<file path="src/common/status_sets_pkg.sv">
// Purpose: Constants and types shared by the status register sets.
// Assumes: APB with 32-bit data, one aligned word per register.
// Notes:   All offsets are byte addresses.
package status_sets_pkg;

    // =====================================================================
    // Register map
    localparam logic [7:0] ADDR_QUES_RISE  = 8'h00; // Questionable rising-edge mask
    localparam logic [7:0] ADDR_USER_MASK  = 8'h04; // User enable mask
    localparam logic [7:0] ADDR_USER_EVENT = 8'h08; // User event, clear on read
    localparam logic [7:0] ADDR_USER_PULSE = 8'h0c; // User condition pulse, write only
    localparam logic [7:0] ADDR_USER_RISE  = 8'h10; // User rising-edge mask
    localparam logic [7:0] ADDR_USER_COND  = 8'h14; // User condition, read only
    localparam logic [7:0] ADDR_PRESET     = 8'h18; // Write any value: preset
    localparam logic [7:0] ADDR_IRQ_STAT   = 8'h1c; // Interrupt status, clear on read
    localparam logic [7:0] ADDR_IRQ_MASK   = 8'h20; // Interrupt mask

    // =====================================================================
    // Field layout
    localparam int          MASK_W       = 15;         // Values 0 to 32767
    localparam logic [14:0] MASK_RESET   = 15'h0000;
    localparam logic [31:0] WORD_ZERO    = 32'h0000_0000;
    localparam int          IRQ_W        = 2;
    localparam int          IRQ_EVENT    = 0;          // Event latched
    localparam int          IRQ_SUMMARY  = 1;          // User summary went high
    localparam logic [1:0]  IRQ_RESET    = 2'h0;

    typedef logic [MASK_W-1:0] mask_t;

    // APB request carrier
    typedef struct packed {
        logic        sel;
        logic        enable;
        logic        write;
        logic [7:0]  addr;
        logic [31:0] wdata;
    } apb_req_t;

endpackage : status_sets_pkg

</file>
<file path="src/hdl/status_register_sets.sv">
// Purpose: Questionable rising-edge mask and user-defined status set over APB.
// Assumes: Single clock; pulses and condition inputs synchronous to clk.
// Notes:   Zero wait states; unmapped addresses read zero with no error.
//
// Function
// RL1: A 15-bit rising-edge mask for the questionable set is loaded from a written value.
// RL2: Software writes the sum of bit weights to set several mask bits at once.
// RL3: Preset leaves the rising-edge and enable masks unchanged; only reset or writes do.
// RL4: A 15-bit user enable mask is loaded by a write and reads back as written.
// RL5: Reading the user event register returns the sum of weights of its set bits.
// RL6: The user event register clears right after it is read.
// RL7: Each user condition bit rests at zero and goes high for one cycle on a pulse write.
// RL8: A zero-to-one condition change with its rise mask bit set latches the event bit.
`timescale 1ns/1ps

module status_register_sets (
    // Clock and reset
    input  wire logic        clk,
    input  wire logic        reset_n,
    // APB slave
    input  wire logic        psel,
    input  wire logic        penable,
    input  wire logic        pwrite,
    input  wire logic [7:0]  paddr,
    input  wire logic [31:0] pwdata,
    output logic [31:0]      prdata,
    output logic             pready,
    output logic             pslverr,
    // Questionable condition input
    input  wire logic [14:0] ques_cond,
    // Status outputs
    output logic [14:0]      ques_rise_event,
    output logic             user_summary,
    output logic             irq
);

    // =====================================================================
    // Bus decode
    status_sets_pkg::apb_req_t req;
    assign req = '{sel: psel, enable: penable, write: pwrite, addr: paddr, wdata: pwdata};

    wire access   = req.sel & ~req.enable;  // Setup phase; answer lands at access edge
    wire wr       = access & req.write;
    wire rd       = access & ~req.write;
    wire hit_qr   = (req.addr == status_sets_pkg::ADDR_QUES_RISE);
    wire hit_um   = (req.addr == status_sets_pkg::ADDR_USER_MASK);
    wire hit_ue   = (req.addr == status_sets_pkg::ADDR_USER_EVENT);
    wire hit_up   = (req.addr == status_sets_pkg::ADDR_USER_PULSE);
    wire hit_ur   = (req.addr == status_sets_pkg::ADDR_USER_RISE);
    wire hit_uc   = (req.addr == status_sets_pkg::ADDR_USER_COND);
    wire hit_pr   = (req.addr == status_sets_pkg::ADDR_PRESET);
    wire hit_is   = (req.addr == status_sets_pkg::ADDR_IRQ_STAT);
    wire hit_im   = (req.addr == status_sets_pkg::ADDR_IRQ_MASK);

    // Write data fields; bits above a field are ignored on write
    wire [14:0] wdata_mask = req.wdata[status_sets_pkg::MASK_W-1:0];
    wire [1:0]  wdata_irq  = req.wdata[status_sets_pkg::IRQ_W-1:0];

    // Widen a mask into a bus word
    function automatic logic [31:0] word15(input logic [14:0] v);
        word15 = {17'h00000, v};
    endfunction

    // =====================================================================
    // State
    logic [14:0] ques_rise_q, user_mask_q, user_rise_q, user_event_q, user_cond_q;
    logic [14:0] ques_prev_q, ques_event_q, user_prev_q;
    logic [1:0]  irq_stat_q, irq_mask_q;
    logic [31:0] prdata_q;
    logic        pready_q, pslverr_q, summary_q, irq_q;

    // =====================================================================
    // Next-state logic
    // RL1 RL2 load from written sum
    wire [14:0] ques_rise_d = (wr & hit_qr) ? wdata_mask : ques_rise_q;
    // RL4 enable mask load
    wire [14:0] user_mask_d = (wr & hit_um) ? wdata_mask : user_mask_q;
    wire [14:0] user_rise_d = (wr & hit_ur) ? wdata_mask : user_rise_q;
    // RL7 one-cycle condition pulse
    wire [14:0] user_cond_d = (wr & hit_up) ? wdata_mask : status_sets_pkg::MASK_RESET;
    // RL8 rising-edge detect
    wire [14:0] user_rise_hit = user_cond_q & ~user_prev_q & user_rise_q;
    wire [14:0] ques_rise_hit = ques_cond & ~ques_prev_q & ques_rise_q;
    // RL6 clear on read, preset clears; a new edge wins over the clear
    wire        ue_clear      = (rd & hit_ue) | (wr & hit_pr);
    wire [14:0] user_event_d  = (ue_clear ? status_sets_pkg::MASK_RESET : user_event_q)
                                | user_rise_hit;
    wire [14:0] ques_event_d  = ((wr & hit_pr) ? status_sets_pkg::MASK_RESET : ques_event_q)
                                | ques_rise_hit;
    wire        summary_d     = |(user_event_d & user_mask_q);
    // Interrupt events: set wins over read clear
    wire [1:0]  irq_set       = {summary_d & ~summary_q, |user_rise_hit};
    wire [1:0]  irq_stat_d    = ((rd & hit_is) ? status_sets_pkg::IRQ_RESET : irq_stat_q)
                                | irq_set;
    wire [1:0]  irq_mask_d    = (wr & hit_im) ? wdata_irq : irq_mask_q;

    // RL5 read sum of weights
    wire [31:0] rdata_d =
        hit_qr ? word15(ques_rise_q)  :
        hit_um ? word15(user_mask_q)  :
        hit_ue ? word15(user_event_q) :
        hit_ur ? word15(user_rise_q)  :
        hit_uc ? word15(user_cond_q)  :
        hit_is ? {30'h00000000, irq_stat_q} :
        hit_im ? {30'h00000000, irq_mask_q} :
                 status_sets_pkg::WORD_ZERO;

    // =====================================================================
    // Registers
    // RL3 preset does not touch masks
    // Questionable rise mask; only reset or a write may change it
    always_ff @(posedge clk or negedge reset_n) begin
        if (!reset_n) begin
            ques_rise_q <= status_sets_pkg::MASK_RESET;
        end else begin
            ques_rise_q <= ques_rise_d;
        end
    end

    // RL4 user enable mask
    always_ff @(posedge clk or negedge reset_n) begin
        if (!reset_n) begin
            user_mask_q <= status_sets_pkg::MASK_RESET;
        end else begin
            user_mask_q <= user_mask_d;
        end
    end

    // User rise mask, kept through preset like the others
    always_ff @(posedge clk or negedge reset_n) begin
        if (!reset_n) begin
            user_rise_q <= status_sets_pkg::MASK_RESET;
        end else begin
            user_rise_q <= user_rise_d;
        end
    end

    // Interrupt mask, same layout as interrupt status
    always_ff @(posedge clk or negedge reset_n) begin
        if (!reset_n) begin
            irq_mask_q <= status_sets_pkg::IRQ_RESET;
        end else begin
            irq_mask_q <= irq_mask_d;
        end
    end

    // RL7 condition pulse and edge history
    always_ff @(posedge clk or negedge reset_n) begin
        if (!reset_n) begin
            user_cond_q <= status_sets_pkg::MASK_RESET;
            user_prev_q <= status_sets_pkg::MASK_RESET;
        end else begin
            user_cond_q <= user_cond_d;
            user_prev_q <= user_cond_q;
        end
    end

    // Questionable history; resets low, but ques_rise_q also resets low,
    // so a level held high through reset is not a rise on the first clock
    always_ff @(posedge clk or negedge reset_n) begin
        if (!reset_n) begin
            ques_prev_q <= status_sets_pkg::MASK_RESET;
        end else begin
            ques_prev_q <= ques_cond;
        end
    end

    // RL6 RL8 user event latch
    always_ff @(posedge clk or negedge reset_n) begin
        if (!reset_n) begin
            user_event_q <= status_sets_pkg::MASK_RESET;
        end else begin
            user_event_q <= user_event_d;
        end
    end

    // Questionable event latch, cleared only by preset
    always_ff @(posedge clk or negedge reset_n) begin
        if (!reset_n) begin
            ques_event_q <= status_sets_pkg::MASK_RESET;
        end else begin
            ques_event_q <= ques_event_d;
        end
    end

    // Interrupt status, sticky until read
    always_ff @(posedge clk or negedge reset_n) begin
        if (!reset_n) begin
            irq_stat_q <= status_sets_pkg::IRQ_RESET;
        end else begin
            irq_stat_q <= irq_stat_d;
        end
    end

    // Summary and interrupt level, both registered
    always_ff @(posedge clk or negedge reset_n) begin
        if (!reset_n) begin
            summary_q <= 1'b0;
            irq_q     <= 1'b0;
        end else begin
            summary_q <= summary_d;
            irq_q     <= |(irq_stat_d & irq_mask_d);
        end
    end

    // Bus answer: zero wait states, data registered at setup
    always_ff @(posedge clk or negedge reset_n) begin
        if (!reset_n) begin
            prdata_q  <= status_sets_pkg::WORD_ZERO;
            pready_q  <= 1'b0;
            pslverr_q <= 1'b0;
        end else begin
            prdata_q  <= rd ? rdata_d : status_sets_pkg::WORD_ZERO;
            pready_q  <= access;
            pslverr_q <= 1'b0;   // No access is refused
        end
    end

    // =====================================================================
    // Outputs
    assign prdata          = prdata_q;
    assign pready          = pready_q;
    assign pslverr         = pslverr_q; // Never errors; unmapped reads zero
    assign ques_rise_event = ques_event_q;
    assign user_summary    = summary_q;
    assign irq             = irq_q;

endmodule // status_register_sets

</file>
<file path="config.mk">
export PLATFORM = sky130hd
export DESIGN_NAME = status_register_sets
export DESIGN_NICKNAME = d
export VERILOG_FILES = /design/src/common/status_sets_pkg.sv /design/src/hdl/status_register_sets.sv
export SDC_FILE = /design/constraint.sdc
export NUM_CORES = 1
export LEC_CHECK = 0
export BUFFER_PORTS_ARGS = -buffer_cell sky130_fd_sc_hd__buf_2
export CORE_MARGIN = 2
export CORE_UTILIZATION = 55
export CTS_BUF_LIST = sky130_fd_sc_hd__clkbuf_4
export DETAILED_ROUTE_END_ITERATION = 16
export PLACE_DENSITY = 0.89
export SETUP_SLACK_MARGIN = 0.05
export SLEW_MARGIN = 10
export SYNTH_ARGS = -nofsm -noshare
export SYNTH_HDL_FRONTEND = slang
export SYNTH_SLANG_ARGS = --single-unit
</file>
<file path="constraint.sdc">
create_clock -name clk -period 5.3 [get_ports clk]
set_input_delay 1.06 -clock clk [delete_from_list [all_inputs] [get_ports clk]]
set_output_delay 1.06 -clock clk [all_outputs]
set_load 0.1 [all_outputs]
</file>
======== Yosys cells after proc, flatten, opt, wreduce, memory -nomap -nowiden ========
Index checks and enable logic that the tools add are counted.
operators by class
  eq/ne operators ......................... 8
  multiplexer cells ....................... 13
  bitwise operators ....................... 27
  reductions and logical operators ........ 4
operators by type and width
  cell                                                                    count
  15-bit 2-to-1 mux                                                       9
  15-bit bitwise AND                                                      5
  8-bit by 5-bit equality test with 1-bit output (second input constant)  4
  15-bit inverter                                                         2
  15-bit bitwise OR                                                       2
  15-bit OR reduction                                                     2
  8-bit by 4-bit equality test with 1-bit output (second input constant)  2
  1-bit bitwise AND                                                       12
  8-bit by 3-bit equality test with 1-bit output (second input constant)  1
  8-bit by 6-bit equality test with 1-bit output (second input constant)  1
  8-bit logical NOT                                                       1
  2-bit 2-to-1 mux                                                        4
  1-bit inverter                                                          3
  2-bit bitwise AND                                                       1
  2-bit bitwise OR                                                        1
  2-bit OR reduction                                                      1
  1-bit bitwise OR                                                        1
word-level totals
  register bits after elaboration ......... 159
  input bits .............................. 60
  output and inout port bits .............. 51
  logic and storage cells ................. 66

======== Longest topological paths before layout ========
  depth after elaboration ................. 13
  depth in mapped cells ................... 7
  gate-level depth less buffers ........... 6

======== Least setup slack after synthesis ========
No wires, ideal clock.
  path kind ............................... input to register
  start ................................... in paddr[4]
  end ..................................... reg user_mask_q[10]
  setup time .............................. 0.125 ns
  arrival time ............................ 2.384 ns
  required time ........................... 5.175 ns
  slack ................................... 2.791 ns
  cell stages on the path ................. 6
  buffers on the path ..................... 2
  path through ............................ nor4_2 > and3_1 > buf_4 > nand3_2 > buf_2 > mux2_2
between the ends
  cells in the longest elaborated chain, start to end .. 2
ends and longest elaborated chain
  element                                         line                         source
  start: declaration                              status_register_sets.sv:24   input wire logic [7:0] paddr,
  8-bit by 3-bit equality test with 1-bit output  status_register_sets.sv:46   wire hit_um = (req.addr == status_sets_pkg::ADDR_USER_MASK);
  1-bit bitwise AND                               status_register_sets.sv:77   wire [14:0] user_mask_d = (wr & hit_um) ? wdata_mask : user_mask_q;
  end signal: assignment                          status_register_sets.sv:123  user_mask_q <= status_sets_pkg::MASK_RESET;
  end signal: assignment                          status_register_sets.sv:125  user_mask_q <= user_mask_d;
  end: declaration                                status_register_sets.sv:66   logic [14:0] ques_rise_q, user_mask_q, user_rise_q, user_event_q, user_cond_q;
No other way between the ends.
A chain may end at the register's enable or synchronous reset.

======== Worst setup path in the final report ========
  start ................................... in paddr[4]
  end ..................................... reg user_mask_q[4]
The elaborated chain is that of the path after synthesis.

==> summary.txt <==
Setup path
  – Startpoint types: input port
  – Slowest stage delay, CP: 740 ps
  – Worst EP required: 5730 ps
  – Cell Chain, Critical Path: buf_2 > nor4_2 > and3_1 > nand3_2 > mux2_2
  – Worst path slowest cell: and3_1
  – WS Path Type: in -> reg
  – Setup crit end kind: flip-flop
  – Worst-path fanout max: 17
  – Critical Path AT: 3470 ps

Pwr
  – Peak VDD IR: 0.135 mV
  – Static leakage: 3.34 nW
  – Pwr dens: 320 nW/um2

Clocking
  – TritonCTS clock tree: built
  – Clock Tree Root: clkbuf_4
  – Post-CTS sizing: 0
  – Clock transition at path regs: 120 ps
  – Clock Sink Count: 142
  – Htree depth: 4
  – Clock Path Buffers: 2
  – CTS buffer count: 17
  – Clock latency on the worst-skew pair: 550 ps
  – Hold_buf cts: 0
  – Postcts setup bufs: 0

Outcome
  – Status: finished clean

Yosys
  – Mean Syn Cell Area: 13.0 um2
  – Post-synth EDFFs: 0
  – Largest family of logic cells by synthesized area: simple AND/OR/NAND/NOR gates
  – Complex-gate fraction of the synthesized area: 11.6%
  – Post-synth ARST share: 100%
  – Mapped Area: 5690 um2
  – Yosys top cell area share: 62.4%
  – Synth Instances: 438
  – Simple-gate share of the synthesized area: 12.0%
  – XOR/XNOR share of the synthesized area: 0.154%
  – Main synth FF type: dfrtp_1
  – Register area share after synthesis: 62.4%
  – Adder-Cell Fraction of Synth Area: 0%
  – Yosys top cell by area: dfrtp_1
  – Ranking of synthesized cells by area: dfrtp_1 62%, mux2_2 8.5%, nand2_1 3.2%
  – Flops & latches, synth: 142
  – Distinct cells, synth: 47
  – Mux cell area share after synthesis: 9.43%
  – Ys Warns: 0

GRT
  – Gr ovfl total: 0
  – Initial antenna violation count: 1
  – GR Util All Layers: 24.9%
  – Vias in the first global route: 4046
  – Largest net degree at the start of global routing: 88
  – First-pass GRT wire length: 21100 um

Routing
  – Detail-routed via count per cell: 6.09
  – Drt wl/cell: 19.7 um
  – 1st-pass router iterations: 6
  – Drt total wl: 13100 um
  – Total number of vias: 4037
  – DRT iter0 DRCs: 557
  – DRC viols: 0
  – Routed Antenna Nets: 0

Floorplan
  – Die Area: 11200 um2
  – Core ar.: 10200 um2
  – Row cnt: 37
  – IO Count: 111
  – Die X: 106 um
  – Die height: 106 um
  – Initial cell density of the core: 55.9%

Placement
  – Gp weighted congestion: 0.886
  – Pre-CTS WS: 1830 ps
  – # port buffers: 75
  – HPWL after DPL: 8380 um
  – Placed cell count: 630

STA
  – Fin. max-slew vios: 0
  – Relative slew slack: 28.5%
  – Finish-stage setup viols: 0
  – Max Clock Freq: 0.329 GHz
  – Worst Skew: 20.1 ps
  – RSZ-0062 raised after global routing: false
  – Final worst slack: 2260 ps
  – Fin crit share: 57.3%
  – Post-layout min period: 3040 ps
  – Worst-margin pin slew: 1070 ps
  – Setup_tns: 0 ps
  – Final hold viol count: 0

Cells and area
  – Post-Layout Cell Count: 663
  – Layout cell share with drive strength beyond 1: 31.0%
  – Commonest non-fill, non-tap cell in the layout: dfrtp_1
  – Total Nets Final: 573
  – P&R area growth vs syn: 11.9%
  – Commonest non-fill, non-tap cells in the layout: 142 x dfrtp_1, 74 x buf_2, 49 x nand2_1
  – Layout fillers: 785

Run
  – Max cap viols: 0

Hold path
  – Hold WC Path Type: reg -> reg
[synth_stat cells, types with 2 or more instances]
master / number
buf_4: 20
nand2_2: 2
a2111o_1: 2
and3_1: 19
and3b_1: 8
a22o_1: 5
nand2_1: 49
nand3_1: 4
and4b_1: 4
o22ai_1: 2
a22oi_1: 20
nor4_2: 2
buf_2: 5
a222oi_1: 16
nand3b_1: 6
a21o_1: 9
nor2b_1: 2
mux2_4: 2
dfrtp_1: 142
clkbuf_1: 13
a211oi_1: 4
inv_1: 5
nor2_1: 2
and2_1: 3
o21ai_0: 15
mux2_2: 43
a21oi_1: 13
mux2_1: 2
[cell families after synthesis]
group	count (synthesis)
muxes	47
AOI/OAI and AO/OA	90
and+or+nand+nor	114
buffers and inverters	43
other	1
xor gates and xnor gates	1
DFF	142
[routing by layer]
metal / vias to the layer above / GRT usage [%] / share of wire, %
met1: 2001 / 30.9 / 38
met4: 0 / 12.0 / 3.3
met2: 256 / 40.3 / 49
met3: 49 / 7.05 / 9.0
met5: - / 0 / 0
li1: 1731 / - / -
[flip-flops by register name, summed over array words and instances, names as in the netlist]
signal,cells
ques_rise_event,15
user_summary,1
user_cond_q,15
user_mask_q,15
ques_prev_q,15
irq,1
user_rise_q,15
irq_stat_q,2
pready,1
user_prev_q,15
ques_rise_q,15
prdata,15
irq_mask_q,2
user_event_q,15
[critical path, delay by kind of cell]
kind	cells	cell delay, ps
and+or+nand+nor	3	1820
buffers and inverters	1	130
muxes	1	450
[metrics by stage]
step	cell area, um2	hold WS [ps]	util [%]	total power, mW
global route	6370	422	62.5	2.11
floorplan	5760	367	-	1.33
global placement	6100	374	59.9	1.39
detailed placement	6100	381	59.9	1.40
CTS	6370	404	62.5	2.04
finish	6370	405	62.5	2.04
[layout make-up]
| type | instances | area [um2] | area share [%] |
|---|---|---|---|
| Timing Repair Buffer | 77 | 397 | 6.23 |
| Multi-Input combinational cell | 270 | 1960 | 30.8 |
| Inverter | 5 | 18.8 | 0.295 |
| Clock inverter | 9 | 93.8 | 1.47 |
| Tap cell | 136 | 170 | 2.67 |
| Antenna cell | 1 | 2.50 | 0.0393 |
| Clock buffer | 23 | 173 | 2.71 |
| Sequential cell | 142 | 3550 | 55.8 |
[power breakdown]
part	switching, mW	internal (mW)
Sequential	0.0169	1.11
Clock	0.356	0.305
Combinational	0.209	0.0376
[worst paths after layout]
path	from	endpoint	slack, ps	cells after the start
worst max-delay path	paddr[4]	user_mask_q[4]	2260	5
worst min-delay path	user_cond_q[1]	user_prev_q[1]	400	0
worst max register to register	user_mask_q[13]	irq	3180	6
worst min register to register	user_cond_q[1]	user_prev_q[1]	400	0
max in group asynchronous	reset_n	ques_prev_q[12]	3550	2
min in group asynchronous	reset_n	ques_rise_event[9]	560	1
(Power assumes the default switching activity.)
